## config.mk

```make
export PLATFORM = sky130hd
export DESIGN_NAME = voltage_comparator_control
export DESIGN_NICKNAME = d
export VERILOG_FILES = /design/src/pkg/comparator_pkg.sv /design/src/design/sync2.sv /design/src/design/edge_flag.sv /design/src/design/voltage_comparator_control.sv
export VERILOG_INCLUDE_DIRS = /design/src /design/src/pkg
export SDC_FILE = /design/constraint.sdc
export NUM_CORES = 1
export LEC_CHECK = 0
export BUFFER_PORTS_ARGS = -buffer_cell sky130_fd_sc_hd__buf_2
export CAP_MARGIN = 15
export CORE_ASPECT_RATIO = 0.75
export CORE_MARGIN = 1.5
export CORE_UTILIZATION = 43
export DETAILED_ROUTE_END_ITERATION = 8
export HOLD_SLACK_MARGIN = 0.12
export PLACE_DENSITY = 0.74
export SYNTH_ARGS = -nofsm -noshare
export SYNTH_HDL_FRONTEND = slang
export SYNTH_SLANG_ARGS = --single-unit
```

## constraint.sdc

```tcl
create_clock -name aclk -period 3 [get_ports aclk]
set_input_delay 0.6 -clock aclk [delete_from_list [all_inputs] [get_ports aclk]]
set_output_delay 0.6 -clock aclk [all_outputs]
set_load 0.01 [all_outputs]
```

## src/pkg/comparator_cfg.svh

```systemverilog
// Offsets, field positions, reset values and response codes for the comparator control block.
// Assumes a 32-bit AXI4-Lite byte address space with one aligned word per register.
`ifndef COMPARATOR_CFG_SVH
`define COMPARATOR_CFG_SVH

// ============================================================
// Register byte addresses
`define CMP_CTRL_ADDR 32'hffff0444
`define CMP_MASK_ADDR 32'hffff0448
`define CMP_STAT_ADDR 32'hffff044c

// ============================================================
// Reset values
`define CMP_CTRL_RESET 9'h000
`define CMP_MASK_RESET 2'h0

// ============================================================
// Control register fields
`define CMP_EN_BIT 10
`define CMP_NEG_MSB 9
`define CMP_NEG_LSB 8
`define CMP_ROUTE_MSB 7
`define CMP_ROUTE_LSB 6
`define CMP_POL_BIT 5
`define CMP_RESP_MSB 4
`define CMP_RESP_LSB 3
`define CMP_HYST_BIT 2
`define CMP_RISE_BIT 1
`define CMP_FALL_BIT 0
`define CMP_REG_MSB 15

// ============================================================
// Output route codes
`define CMP_ROUTE_PIN 2'h2
`define CMP_ROUTE_IRQ 2'h3

// ============================================================
// Status register fields
`define CMP_STAT_RAW_BIT 0
`define CMP_STAT_RESULT_BIT 1

// ============================================================
// AXI responses
`define AXI_RESP_OKAY 2'h0
`define AXI_RESP_SLVERR 2'h2

`endif

```

## src/pkg/comparator_pkg.sv

```systemverilog
// Types shared by the comparator control block and its helper modules.
// Assumes comparator_cfg.svh is on the include path.
`default_nettype none
`include "comparator_cfg.svh"

package comparator_pkg;

	// ============================================================
	// Bus types
	typedef logic [31:0] axi_addr_t;
	typedef logic [31:0] axi_data_t;
	typedef logic [3:0] axi_strb_t;
	typedef logic [1:0] axi_resp_t;

	// ============================================================
	// Module state
	typedef struct packed {
		logic stage1;
		logic stage2;
	} sync_state_t;

	typedef struct packed {
		logic flag;
	} flag_state_t;

	typedef struct packed {
		logic awready;
		logic wready;
		logic arready;
		logic aw_held;
		logic w_held;
		axi_addr_t awaddr;
		axi_data_t wdata;
		axi_strb_t wstrb;
		logic bvalid;
		axi_resp_t bresp;
		logic rvalid;
		axi_data_t rdata;
		axi_resp_t rresp;
		logic [`CMP_EN_BIT:`CMP_HYST_BIT] cfg;
		logic [1:0] mask;
		logic prev_result;
		logic pin;
		logic logic_array;
		logic trig;
		logic irq;
	} ctrl_state_t;

endpackage : comparator_pkg
`default_nettype wire

```

## src/design/sync2.sv

```systemverilog
// Two-flop synchroniser for a single asynchronous level.
// Assumes the input toggles no faster than a few system clocks.
`timescale 1ns/1ps
`default_nettype none

module sync2 (
	input wire logic aclk,
	input wire logic aresetn,
	input wire logic async_in,
	output logic sync_out
);
	import comparator_pkg::*;

	sync_state_t s;
	sync_state_t next_s;

	// The first stage is read only by the second stage
	always_comb begin
		next_s.stage1 = async_in;
		next_s.stage2 = s.stage1;
	end

	always_ff @(posedge aclk) begin
		if (!aresetn) begin
			s <= '0;
		end else begin
			s <= next_s;
		end
	end

	assign sync_out = s.stage2;

endmodule : sync2
`default_nettype wire

```

## src/design/edge_flag.sv

```systemverilog
// Sticky event flag, set by hardware and cleared by software.
// Assumes set and clear are single-cycle pulses on the same clock.
`timescale 1ns/1ps
`default_nettype none

module edge_flag (
	input wire logic aclk,
	input wire logic aresetn,
	input wire logic set,
	input wire logic clear,
	output logic flag
);
	import comparator_pkg::*;

	flag_state_t s;
	flag_state_t next_s;

	// Set wins so an edge arriving with the clear is not lost
	always_comb begin
		next_s.flag = set | (s.flag & ~clear);
	end

	always_ff @(posedge aclk) begin
		if (!aresetn) begin
			s <= '0;
		end else begin
			s <= next_s;
		end
	end

	assign flag = s.flag;

endmodule : edge_flag
`default_nettype wire

```

## src/design/voltage_comparator_control.sv

```systemverilog
// Control and status logic for an on-chip voltage comparator, with an AXI4-Lite slave.
// Assumes the analog core reports "positive input above negative input" on comparator_raw,
// asynchronously, and honours the enable, input select, response and hysteresis outputs.
//
// Local design decision: register access over AXI4-Lite.
`timescale 1ns/1ps
`default_nettype none
`include "comparator_cfg.svh"

module voltage_comparator_control (
	input wire logic aclk,
	input wire logic aresetn,
	input wire logic s_axi_awvalid,
	output logic s_axi_awready,
	input wire comparator_pkg::axi_addr_t s_axi_awaddr,
	input wire logic s_axi_wvalid,
	output logic s_axi_wready,
	input wire comparator_pkg::axi_data_t s_axi_wdata,
	input wire comparator_pkg::axi_strb_t s_axi_wstrb,
	output logic s_axi_bvalid,
	input wire logic s_axi_bready,
	output comparator_pkg::axi_resp_t s_axi_bresp,
	input wire logic s_axi_arvalid,
	output logic s_axi_arready,
	input wire comparator_pkg::axi_addr_t s_axi_araddr,
	output logic s_axi_rvalid,
	input wire logic s_axi_rready,
	output comparator_pkg::axi_data_t s_axi_rdata,
	output comparator_pkg::axi_resp_t s_axi_rresp,
	input wire logic comparator_raw,
	output logic comparator_enable,
	output logic positive_input_share,
	output logic [1:0] negative_input_select,
	output logic [1:0] response_time_select,
	output logic hysteresis_enable,
	output logic comparator_output_pin,
	output logic programmable_logic_array,
	output logic adc_trigger,
	output logic irq
);
	import comparator_pkg::*;

	ctrl_state_t s;
	ctrl_state_t next_s;
	logic raw_sync;
	logic monitored;
	logic rise;
	logic fall;
	logic commit;
	logic wr_ctrl;
	logic wr_mask;
	logic clr_rise;
	logic clr_fall;
	logic rising_edge_flag;
	logic falling_edge_flag;
	logic [1:0] flags;
	logic [15:0] ctrl_view;
	axi_data_t rd_value;
	axi_resp_t rd_resp;

	// ============================================================
	// Comparator result path
	sync2 u_sync (
		.aclk(aclk),
		.aresetn(aresetn),
		.async_in(comparator_raw),
		.sync_out(raw_sync)
	);

	// Result is held low while disabled so power-up cannot fake an edge
	assign monitored = s.cfg[`CMP_EN_BIT] & (raw_sync ^ s.cfg[`CMP_POL_BIT]);
	assign rise = monitored & ~s.prev_result;
	assign fall = ~monitored & s.prev_result;

	edge_flag u_rise_flag (
		.aclk(aclk),
		.aresetn(aresetn),
		.set(rise),
		.clear(clr_rise),
		.flag(rising_edge_flag)
	);

	edge_flag u_fall_flag (
		.aclk(aclk),
		.aresetn(aresetn),
		.set(fall),
		.clear(clr_fall),
		.flag(falling_edge_flag)
	);

	assign flags = {rising_edge_flag, falling_edge_flag};

	// ============================================================
	// Register decode
	assign commit = s.aw_held & s.w_held & ~s.bvalid;
	assign wr_ctrl = commit & (s.awaddr == `CMP_CTRL_ADDR);
	assign wr_mask = commit & (s.awaddr == `CMP_MASK_ADDR);
	assign clr_rise = wr_ctrl & s.wstrb[0] & s.wdata[`CMP_RISE_BIT];
	assign clr_fall = wr_ctrl & s.wstrb[0] & s.wdata[`CMP_FALL_BIT];

	// Reserved bits 15:11 read zero
	assign ctrl_view = {5'h00, s.cfg, flags};

	always_comb begin
		rd_value = '0;
		rd_resp = `AXI_RESP_OKAY;
		unique case (s_axi_araddr)
			`CMP_CTRL_ADDR: rd_value[`CMP_REG_MSB:0] = ctrl_view;
			`CMP_MASK_ADDR: rd_value[1:0] = s.mask;
			`CMP_STAT_ADDR: begin
				rd_value[`CMP_STAT_RAW_BIT] = raw_sync;
				rd_value[`CMP_STAT_RESULT_BIT] = monitored;
			end
			default: rd_resp = `AXI_RESP_SLVERR;
		endcase
	end

	// ============================================================
	// Next state
	always_comb begin
		next_s = s;
		// Write address and data are taken independently, in either order
		if (s_axi_awvalid && s.awready) begin
			next_s.aw_held = 1'b1;
			next_s.awaddr = s_axi_awaddr;
		end
		if (s_axi_wvalid && s.wready) begin
			next_s.w_held = 1'b1;
			next_s.wdata = s_axi_wdata;
			next_s.wstrb = s_axi_wstrb;
		end
		if (commit) begin
			next_s.aw_held = 1'b0;
			next_s.w_held = 1'b0;
			next_s.bvalid = 1'b1;
			next_s.bresp = `AXI_RESP_OKAY;
			if (wr_ctrl) begin
				if (s.wstrb[0]) begin
					next_s.cfg[`CMP_ROUTE_MSB:`CMP_HYST_BIT] =
						s.wdata[`CMP_ROUTE_MSB:`CMP_HYST_BIT];
				end
				if (s.wstrb[1]) begin
					next_s.cfg[`CMP_EN_BIT:`CMP_NEG_LSB] =
						s.wdata[`CMP_EN_BIT:`CMP_NEG_LSB];
				end
			end else if (wr_mask) begin
				if (s.wstrb[0]) begin
					next_s.mask = s.wdata[1:0];
				end
			end else if (s.awaddr != `CMP_STAT_ADDR) begin
				next_s.bresp = `AXI_RESP_SLVERR;
			end
		end
		if (s.bvalid && s_axi_bready) begin
			next_s.bvalid = 1'b0;
		end
		next_s.awready = ~next_s.aw_held & ~next_s.bvalid;
		next_s.wready = ~next_s.w_held & ~next_s.bvalid;
		// Read: one outstanding, answered the cycle after the address is taken
		if (s_axi_arvalid && s.arready) begin
			next_s.rvalid = 1'b1;
			next_s.rdata = rd_value;
			next_s.rresp = rd_resp;
		end else if (s.rvalid && s_axi_rready) begin
			next_s.rvalid = 1'b0;
		end
		next_s.arready = ~next_s.rvalid;
		// Comparator outputs, registered so the ports come straight from flops
		next_s.prev_result = monitored;
		next_s.pin = (s.cfg[`CMP_ROUTE_MSB:`CMP_ROUTE_LSB] == `CMP_ROUTE_PIN) & monitored;
		next_s.logic_array = monitored;
		next_s.trig = rise;
		next_s.irq = (s.cfg[`CMP_ROUTE_MSB:`CMP_ROUTE_LSB] == `CMP_ROUTE_IRQ) &
			(|(flags & s.mask));
	end

	always_ff @(posedge aclk) begin
		if (!aresetn) begin
			s <= '0;
		end else begin
			s <= next_s;
		end
	end

	// ============================================================
	// Outputs
	assign s_axi_awready = s.awready;
	assign s_axi_wready = s.wready;
	assign s_axi_bvalid = s.bvalid;
	assign s_axi_bresp = s.bresp;
	assign s_axi_arready = s.arready;
	assign s_axi_rvalid = s.rvalid;
	assign s_axi_rdata = s.rdata;
	assign s_axi_rresp = s.rresp;
	assign comparator_enable = s.cfg[`CMP_EN_BIT];
	assign positive_input_share = s.cfg[`CMP_EN_BIT];
	assign negative_input_select = s.cfg[`CMP_NEG_MSB:`CMP_NEG_LSB];
	assign response_time_select = s.cfg[`CMP_RESP_MSB:`CMP_RESP_LSB];
	assign hysteresis_enable = s.cfg[`CMP_HYST_BIT];
	assign comparator_output_pin = s.pin;
	assign programmable_logic_array = s.logic_array;
	assign adc_trigger = s.trig;
	assign irq = s.irq;
endmodule : voltage_comparator_control
`default_nettype wire

```

[Word-level counts from Yosys, hierarchy flattened]
Index checks and enable logic that the tools add are counted.
Operators by class
  equal/unequal tests: 8
  reductions and logical operators: 10
  bitwise gates (word level): 30
  muxes and demuxes: 13
Operator list (number)
  $eq 32x32->1 const B: 5
  $ne 32x32->1 const B: 1
  $and 1x1->1: 16
  $mux 2: 5
  $not 1->1: 10
  $mux 9: 1
  $pmux 2 s3: 1
  $reduce_and 3->1: 2
  $logic_and 1x1->1: 5
  $mux 1: 5
  $eq 2x2->1 const B: 2
  $reduce_and 4->1: 1
  $mux 3: 1
  $reduce_or 3->1: 1
  $and 2x2->2: 1
  $or 1x1->1: 2
  $reduce_or 2->1: 1
  $xor 1x1->1: 1
Word-level totals
  flip-flop bits (word level): 91
  input port bits: 108
  logic and storage cells: 85

[Depth between registers and ports, before layout]
Gate-level depths: netlist of the first run.
  depth in word-level cells: 9
  mapped depth: 6
  gate-level depth less buffers: 4

[Hierarchy]
Synthesis of the first run repeated with hierarchy kept, for this count alone.
Unflattened totals
  cell total of the unflattened synthesis: 436
  area total of the unflattened synthesis: 3633.5 sq um
Modules (own cells, without submodules)
  voltage_comparator_control: cells each 426, sequential area each 1601.5 sq um, instances 1, area an instance 3498.4 sq um
  edge_flag: cells each 3, sequential area each 20.0 sq um, instances 2, area an instance 41.3 sq um
  sync2: cells each 4, sequential area each 40.0 sq um, instances 1, area an instance 52.6 sq um

[Worst setup path after synthesis of the first run]
No wires, ideal clock.
  path type: input port to flip-flop
  start: input port s_axi_araddr[5]
  end: register s (netlist bit s_axi_rdata[10])
  setup slack: 1.084 ns
  arrival: 1.857 ns
  setup time: 0.059 ns
  required time: 2.941 ns
  stages: 5
  path buffers: 1
  path through: or4b_4 > nor4_4 > and3_1 > buf_6 > a22o_1
Between the ends
  word-level cells in the longest chain between the ends: 2
RTL lines
  start: declaration: RTL line voltage_comparator_control.sv:25  | input wire comparator_pkg::axi_addr_t s_axi_araddr,
  $eq 32x32->1: RTL line voltage_comparator_control.sv:107  | unique case (s_axi_araddr)
  $mux 9: RTL line voltage_comparator_control.sv:107
  end signal: assignment: RTL line voltage_comparator_control.sv:181  | s <= next_s;
  end: declaration: RTL line voltage_comparator_control.sv:43  | ctrl_state_t s;
No other way between the ends.
A chain may end at the register's enable or synchronous reset.

[Final worst setup path of the first run]
  start: register s[101] (netlist name)
  end: register u_fall_flag.s (netlist: u_fall_flag.flag)
Between the ends
  word-level cells in the longest chain between the ends: 7
RTL lines
  $eq 32x32->1 (no line)
  $and 1x1->1: RTL line voltage_comparator_control.sv:96  | assign wr_ctrl = commit & (s.awaddr == `CMP_CTRL_ADDR);
  $and 1x1->1 (2 in a row): RTL line voltage_comparator_control.sv:99  | assign clr_fall = wr_ctrl & s.wstrb[0] & s.wdata[`CMP_FALL_BIT];
  $not 1->1: RTL line edge_flag.sv:20  | next_s.flag = set | (s.flag & ~clear);
  $and 1x1->1: RTL line edge_flag.sv:20
  $or 1x1->1: RTL line edge_flag.sv:20
  end signal: assignment: RTL line edge_flag.sv:27  | s <= next_s;
  end: declaration: RTL line edge_flag.sv:15  | flag_state_t s;
No other way between the ends.

==> results.cfg, run 1 <==
[run_status]
outcome = complete, no violations

[job]
drv_cap = 0

[clocking]
cts-root-buf = clkbuf_8
htreeDepth = 3
clock_path_buffers = 2
post-cts-setup-buffers = 0
cts_resized = 0
cts_tree = built
cts_buffers = 9
worstSkewPairLatency_ns = 0.35
cts_sinks = 84
ctsHoldBuffers = 0
clkSlewWorstSetupHoldPaths_ns = 0.08

[yosys]
synthFlopType = dfxtp_1
yosys_warnings = 0
ys_types = 44
avgSynthCellArea_sq_um = 8.53
syn_area_sq_um = 3570
ys_seq_area_frac = 0.471
synthArstFlopShare = 0
syn_inst = 418
synth-edff-count = 0
ys_ff_latch = 84

[global_routing]
antenna_found_initial = 1
grt_pass1_vias = 2720
grt_max_degree = 64
grt_usage = 0.175
grt_overflow = 0
grt_pass1_wl_mm = 12.1

[timing]
relSlewSlack = 0.361
tns_ns = 0
rsz0062_at_grt = false
min_period_ns = 2.10
max_freq_mhz = 476
slew_violations = 0
fin_skew_ns = 0.00512
setup_viol = 0
fin_crit_sh = 0.700
worstMarginPinSlew_ns = 0.957
final-hold-violation-count = 0

[setup_path]
reg2reg_from = s[101]$_SDFFE_PN0P_
crit_start = s[101]$_SDFFE_PN0P_
cp-start-kind = flip-flop
crit_fanout = 13
critical_path_required_ns = 3.22
worst-setup-path-type = reg -> reg
arrival_ns = 2.32
endpoint_kind = flip-flop

[floorplanning]
die_x_um = 108
fp.dieH_um = 81.9
start_util = 0.449
core.rowCount = 28
core_sq_um = 7950
pin_count = 160
design.die.area_sq_um = 8860

[cells_and_area]
drive_gt1_frac = 0.274
instances_no_fill = 612
nets = 610
final_area_sq_um = 4160
syn_to_final_growth_pct = 16.6
antenna_cells = 0

[power_and_ir_drop]
p_leak_nw = 1.76
powerDensity_nw_per_um2 = 519
ir_worst_vdd_uv = 239

[placed_design]
portBuffers = 113
place_area_sq_um = 3960
dp_hpwl_mm = 5.74
place_congestion = 0.814
placed_cells = 596

[routing]
wire_per_inst_um = 12.5
via_per_inst = 5.02
drc_errors = 0
wirelength_mm = 7.63
antenna_left = 0
firstDrtPassIters = 4
dr.first_iter.drc_count = 144
vias = 3073

[hold_path]
min_from = comparator_raw
hp-class = in -> reg
## path summary, 6_finish.rpt
path              cells past startpoint                     endpoint  slack (ns)
setup / recovery                      4  u_fall_flag.flag$_SDFF_PN0_        0.90
hold / removal                        2  u_sync.next_s[0]$_SDFF_PN0_        0.45
setup reg to reg                      4  u_fall_flag.flag$_SDFF_PN0_        0.90
hold reg to reg                       1   u_sync.sync_out$_SDFF_PN0_        0.46
## kinds of logic after synthesis
| kind of cell | Yosys count | synth area share |
|---|---|---|
| AOI/OAI and AO/OA | 89 | 0.150 |
| xor gates and xnor gates | 1 | 0.00246 |
| buffers and inverters | 67 | 0.116 |
| DFF | 84 | 0.471 |
| muxes | 2 | 0.00561 |
| other | 1 | 0.00105 |
| and+or+nand+nor | 174 | 0.253 |
## placed cells by master (no fill, tap or decap), types with 3 or more instances in the layout
cell type	instances
nor3_1	6
dfxtp_1	84
nand4_1	20
nand3_1	3
o31ai_1	11
clkbuf_8	9
a21oi_1	61
nand2_1	101
nor2b_1	4
buf_4	3
and2_1	4
buf_2	113
and4_1	5
conb_1	23
clkinvlp_4	3
nor2_1	11
a22o_1	9
## flip-flops by register name, summed over array words and instances, names as in the netlist, 2 cells and up
name and flops:
negative_input_select 2, s 49, ctrl_view 3, response_time_select 2, s_axi_rdata 11
## final cells by class
type / instances / area [sq um]
clock buffers: 9 / 124
well taps: 105 / 131
multi-input cells: 289 / 1550
inverters: 2 / 7.51
clock inverters: 7 / 75.1
flip-flops and latches: 84 / 1680
repair buffers: 116 / 588
fillers: 784 / 3790
## routing by layer
layer  up-vias  routed length, um  track usage
met1      1386               3430        0.209
met5         -                 12            0
li1       1557                  -            -
met2       122               3470        0.296
met3         6                665       0.0651
met4         2                 48       0.0539
## cells in the mapped netlist (2+ instances only)
library cell / instances / share of area
nor2b_1: 4 / 0.0070
dfxtp_1: 84 / 0.47
a22oi_1: 2 / 0.0042
nor2_1: 11 / 0.012
nor4bb_1: 2 / 0.0056
nand2b_1: 2 / 0.0035
and4_1: 5 / 0.012
a22o_1: 9 / 0.022
mux2i_1: 2 / 0.0056
and2_1: 4 / 0.0070
nand4bb_1: 2 / 0.0063
buf_1: 5 / 0.0053
buf_2: 2 / 0.0028
buf_4: 41 / 0.086
a21oi_1: 61 / 0.086
nand2_1: 101 / 0.11
nand3_1: 3 / 0.0042
clkbuf_1: 16 / 0.017
and3_1: 2 / 0.0035
nor3_1: 6 / 0.0084
o31ai_1: 11 / 0.023
nand4_1: 20 / 0.035
nor4_4: 2 / 0.012
## power by group
group / internal [W] / switching [W]
Sequential: 0.00115 / 0.0000227
Combinational: 0.0000782 / 0.000110
Clock: 0.000388 / 0.000408
Total: 0.00162 / 0.000541
## per-stage QoR
stage / setup WS, ns / utilization / power (W) / hold slack [ns]
3_3_place_gp: 0.786 / 0.498 / 0.00138 / 0.429
5_1_grt: 0.745 / 0.523 / 0.00226 / 0.450
3_5_place_dp: 0.763 / 0.498 / 0.00139 / 0.440
6_report: 0.900 / 0.523 / 0.00216 / 0.450
4_1_cts: 0.886 / 0.523 / 0.00218 / 0.439
2_1_floorplan: 1.08 / - / 0.00133 / 0.412
## critical path, cell delays in order, from the launching register on
cell	delay, ns
dfxtp_1	0.32
nor4b_1	0.44
nand4_1	0.56
o41ai_1	0.54
a21oi_1	0.11
Note: power is estimated with default switching activity, not from simulation.
==> run 2, diff against run 1 <==
==> constraint.sdc (replaced) <==
create_clock -name aclk -period 2.1 [get_ports aclk]
set_input_delay 0.42 -clock aclk [delete_from_list [all_inputs] [get_ports aclk]]
set_output_delay 0.42 -clock aclk [all_outputs]
set_load 0.01 [all_outputs]
==> results.cfg, run 2 (same netlist as run 1, synthesis figures left out) <==
[run_status]
outcome = complete, no violations

[routing]
firstDrtPassIters = 4
antenna_left = 0
wire_per_inst_um = 12.8
dr.first_iter.drc_count = 151
drc_errors = 0
vias = 3076
wirelength_mm = 7.91
via_per_inst = 4.97

[placed_design]
portBuffers = 113
dp_hpwl_mm = 6.03
place_congestion = 0.835

[power_and_ir_drop]
powerDensity_nw_per_um2 = 755
power.total_w = 0.00319
p_leak_nw = 1.81
ir_worst_vdd_uv = 342

[clocking]
htreeDepth = 3
worstSkewPairLatency_ns = 0.34
cts_sinks = 84
cts_tree = built
ctsHoldBuffers = 0
post-cts-setup-buffers = 0
cts_buffers = 9
clkSlewWorstSetupHoldPaths_ns = 0.08
clock_path_buffers = 2
cts-root-buf = clkbuf_8
cts_resized = 0

[setup_path]
reg2reg_depth = 4
endpoint_kind = flip-flop
cp-start-kind = flip-flop
arrival_ns = 2.01
reg2reg_from = s_axi_bvalid$_SDFF_PN0_
crit_fanout = 13
r2r_end = u_fall_flag.flag$_SDFF_PN0_
rrSetupSlack_ns = 0.31
worst-setup-path-type = reg -> reg
critical_path_required_ns = 2.32

[cells_and_area]
largest_register_ff_count = 49
syn_to_final_growth_pct = 18.6
final_cell_mix = 113 x buf_2, 101 x nand2_1, 84 x dfxtp_1, 61 x a21oi_1, 23 x conb_1
nets = 617
drive_gt1_frac = 0.280
regMostFlops = s
layout.cells.most_common = buf_2
antenna_cells = 0

[hold_path]
min_to = u_sync.next_s[0]$_SDFF_PN0_
min_from = comparator_raw
hp-class = in -> reg
worstHoldPathCells = 2

[floorplanning]
fp.dieH_um = 81.9
core.rowCount = 28
design.die.area_sq_um = 8860
die_x_um = 108
start_util = 0.449
pin_count = 160
core_sq_um = 7950

[timing]
slew_violations = 0
final-hold-violation-count = 0
rsz0062_at_grt = false
setup_viol = 0
fin_skew_ns = 0.00595
fin_crit_sh = 0.854
tns_ns = 0
max_freq_mhz = 558
relSlewSlack = 0.519
worstMarginPinSlew_ns = 0.721
min_period_ns = 1.79

[global_routing]
grt_pass1_vias = 2815
grt_usage = 0.186
antenna_found_initial = 1
grt_max_degree = 43
grt_pass1_wl_mm = 13.0
grt_overflow = 0

[job]
drv_cap = 0
==> run 2: worst max-delay path by stage <==
stage	from	to	slack (ns)	depth (start not counted)
global placement	s_axi_araddr[5]	s_axi_rdata[8]$_SDFFE_PN0P_	0.14	5
global route	s[112]$_SDFFE_PN0P_	u_fall_flag.flag$_SDFF_PN0_	0.18	5
finish	s_axi_bvalid$_SDFF_PN0_	u_fall_flag.flag$_SDFF_PN0_	0.31	4
detailed placement	s_axi_araddr[5]	s_axi_rdata[10]$_SDFFE_PN0P_	0.09	5
CTS	s_axi_bvalid$_SDFF_PN0_	u_fall_flag.flag$_SDFF_PN0_	0.32	4
floorplan	s_axi_araddr[5]	s_axi_rdata[10]$_SDFFE_PN0P_	0.36	5
==> run 2: metal layers <==
layer,routed length [um],part of all wire,vias to the layer above,track usage
li1,-,-,1571,-
met1,3510,0.44,1397,0.232
met2,3730,0.47,104,0.311
met3,628,0.079,4,0.0603
met4,42,0.0053,0,0.0487
met5,0,0,-,0
==> run 2: stage by stage <==
step | instance area, sq um | std cells | util | hold WS, ns | setup slack, ns
after floorplan | 3650 | 440 | - | 0.412 | 0.364
after global placement | 4010 | 603 | 0.505 | 0.436 | 0.139
after detailed placement | 4010 | 603 | 0.505 | 0.439 | 0.0947
after CTS | 4230 | 619 | 0.532 | 0.272 | 0.319
after global routing | 4230 | 619 | 0.532 | 0.295 | 0.178
final | 4230 | 619 | 0.532 | 0.288 | 0.307
==> run 2: final cells by class <==
type	count	area, sq um
well taps	105	131
inverters	2	7.51
clock buffers	12	145
repair buffers	123	641
fillers	758	3720
flip-flops and latches	84	1680
clock inverters	4	72.6
multi-input cells	289	1550
==> run 2: critical path, cell delays in order, from the launching register on <==
cell,delay (ns)
dfxtp_1,0.33
nand3b_1,0.24
or3_1,0.56
o41ai_1,0.43
a21oi_1,0.11
==> run 2: where the power goes <==
part	leakage [nW]	internal [W]	switching [W]
logic	1.02	0.000115	0.000159
registers	0.683	0.00165	0.0000326
clock network	0.107	0.000702	0.000539
==> run 3, diff against run 2 <==
--- a/config.mk
+++ b/config.mk
@@ -14,6 +14,7 @@
 export DETAILED_ROUTE_END_ITERATION = 8
 export HOLD_SLACK_MARGIN = 0.12
 export PLACE_DENSITY = 0.74
+export RECOVER_POWER = 50
 export SYNTH_ARGS = -nofsm -noshare
 export SYNTH_HDL_FRONTEND = slang
 export SYNTH_SLANG_ARGS = --single-unit
==> results.cfg, run 3 (same netlist as run 1, synthesis figures left out) <==
[clocking]
cts_buffers = 9
ctsHoldBuffers = 0
cts_resized = 0
htreeDepth = 3
post-cts-setup-buffers = 0
clock_path_buffers = 2
worstSkewPairLatency_ns = 0.34
cts-root-buf = clkbuf_8
cts_tree = built
clkSlewWorstSetupHoldPaths_ns = 0.08
cts_sinks = 84

[job]
drv_cap = 0

[setup_path]
crit_fanout = 13
critical_path_required_ns = 2.32
endpoint_kind = flip-flop
worst-setup-path-type = reg -> reg
arrival_ns = 2.01
cp-start-kind = flip-flop

[timing]
min_period_ns = 1.80
setup_viol = 0
setup_ws_ns = 0.304
rsz0062_at_grt = false
worstMarginPinSlew_ns = 0.901
relSlewSlack = 0.399
max_freq_mhz = 557
fin_skew_ns = 0.00567
tns_ns = 0
slew_violations = 0
final-hold-violation-count = 0
fin_crit_sh = 0.855

[cells_and_area]
fillCellCount = 771
largest_register_ff_count = 49
layout.cells.most_common = nand2_1
antenna_cells = 0
drive_gt1_frac = 0.235
multi_input_area_sq_um = 1550
regMostFlops = s
syn_to_final_growth_pct = 17.8
nets = 617
final_cell_mix = 101 x nand2_1, 92 x buf_2, 84 x dfxtp_1, 61 x a21oi_1, 24 x clkbuf_1
regArea_sq_um = 1680

[power_and_ir_drop]
intPower_w = 0.00246
p_leak_nw = 1.71
clkPwrFrac = 0.389
p_sw_w = 0.000732
powerDensity_nw_per_um2 = 760
combPwrFrac = 0.085
ir_worst_vdd_uv = 342
p_sw_frac = 0.229
power_frac_seq = 0.526

[routing]
drc_errors = 0
antenna_left = 0
dr.first_iter.drc_count = 169
firstDrtPassIters = 4
wire_per_inst_um = 12.8
vias = 3067
via_per_inst = 4.95
wirelength_mm = 7.94

[placed_design]
place_congestion = 0.835
dp_hpwl_mm = 6.03
portBuffers = 113
place_ws_ns = 0.0947

[floorplanning]
pin_count = 160
start_util = 0.449
fp.dieH_um = 81.9
design.die.area_sq_um = 8860
core.rowCount = 28
die_x_um = 108
core_sq_um = 7950

[hold_path]
hp-class = in -> reg

[global_routing]
antenna_found_initial = 1
grt_pass1_wl_mm = 13.0
grt_max_degree = 43
grt_pass1_vias = 2815
grt_overflow = 0
grt_usage = 0.186

[run_status]
outcome = complete, no violations
==> run 3: changes by cell type in the layout (fill, tap and decap cells not counted), moves of 3 or more <==
cell / previous run / this run
and2_1: 4 / 1
and2_0: 0 / 3
clkbuf_1: 2 / 24
buf_2: 113 / 92
==> run 3: area by class of cell <==
class	count	share of cell area
Sequential cell	84	0.400
Timing Repair Buffer	123	0.145
Clock buffer	12	0.0345
Inverter	2	0.00179
Multi-Input combinational cell	289	0.370
Tap cell	105	0.0313
Clock inverter	4	0.0173
==> run 3: power by group through the flow <==
stage                     Clock [W]  Combinational [W]  Sequential, W
after floorplan                   0           0.000188        0.00171
after global placement            0           0.000267        0.00171
after detailed placement          0           0.000275        0.00172
after CTS                   0.00127           0.000277        0.00168
after global routing        0.00135           0.000308        0.00169
final                       0.00124           0.000272        0.00168
==> run 3: worst paths after layout <==
kind / startpoint / to / slack [ns] / cells after the start
min reg2reg: u_sync.next_s[0]$_SDFF_PN0_ / u_sync.sync_out$_SDFF_PN0_ / 0.45 / 1
max reg2reg: s_axi_bvalid$_SDFF_PN0_ / u_fall_flag.flag$_SDFF_PN0_ / 0.30 / 4
min: comparator_raw / u_sync.next_s[0]$_SDFF_PN0_ / 0.29 / 2
max: s_axi_bvalid$_SDFF_PN0_ / u_fall_flag.flag$_SDFF_PN0_ / 0.30 / 4
==> run 3: critical path, cell delays in order (launching register included) <==
cell	delay, ns
dfxtp_1	0.33
nand3b_1	0.24
or3_1	0.56
o41ai_1	0.43
a21oi_1	0.11
==> run 3: metrics by stage <==
stage	utilization	hold slack [ns]	area, sq um	total power (W)	std cells
2_1_floorplan	-	0.412	3650	0.00190	440
3_3_place_gp	0.505	0.436	4010	0.00198	603
3_5_place_dp	0.505	0.439	4010	0.00199	603
4_1_cts	0.532	0.272	4230	0.00323	619
5_1_grt	0.528	0.295	4200	0.00335	619
6_report	0.528	0.288	4200	0.00319	619
==> run 3: per-layer routing <==
layer | share of wire | global-route usage | vias up
met1 | 0.45 | 0.232 | 1383
met2 | 0.47 | 0.311 | 111
li1 | - | - | 1569
met5 | 0 | 0 | -
met3 | 0.083 | 0.0603 | 4
met4 | 0.0053 | 0.0487 | 0
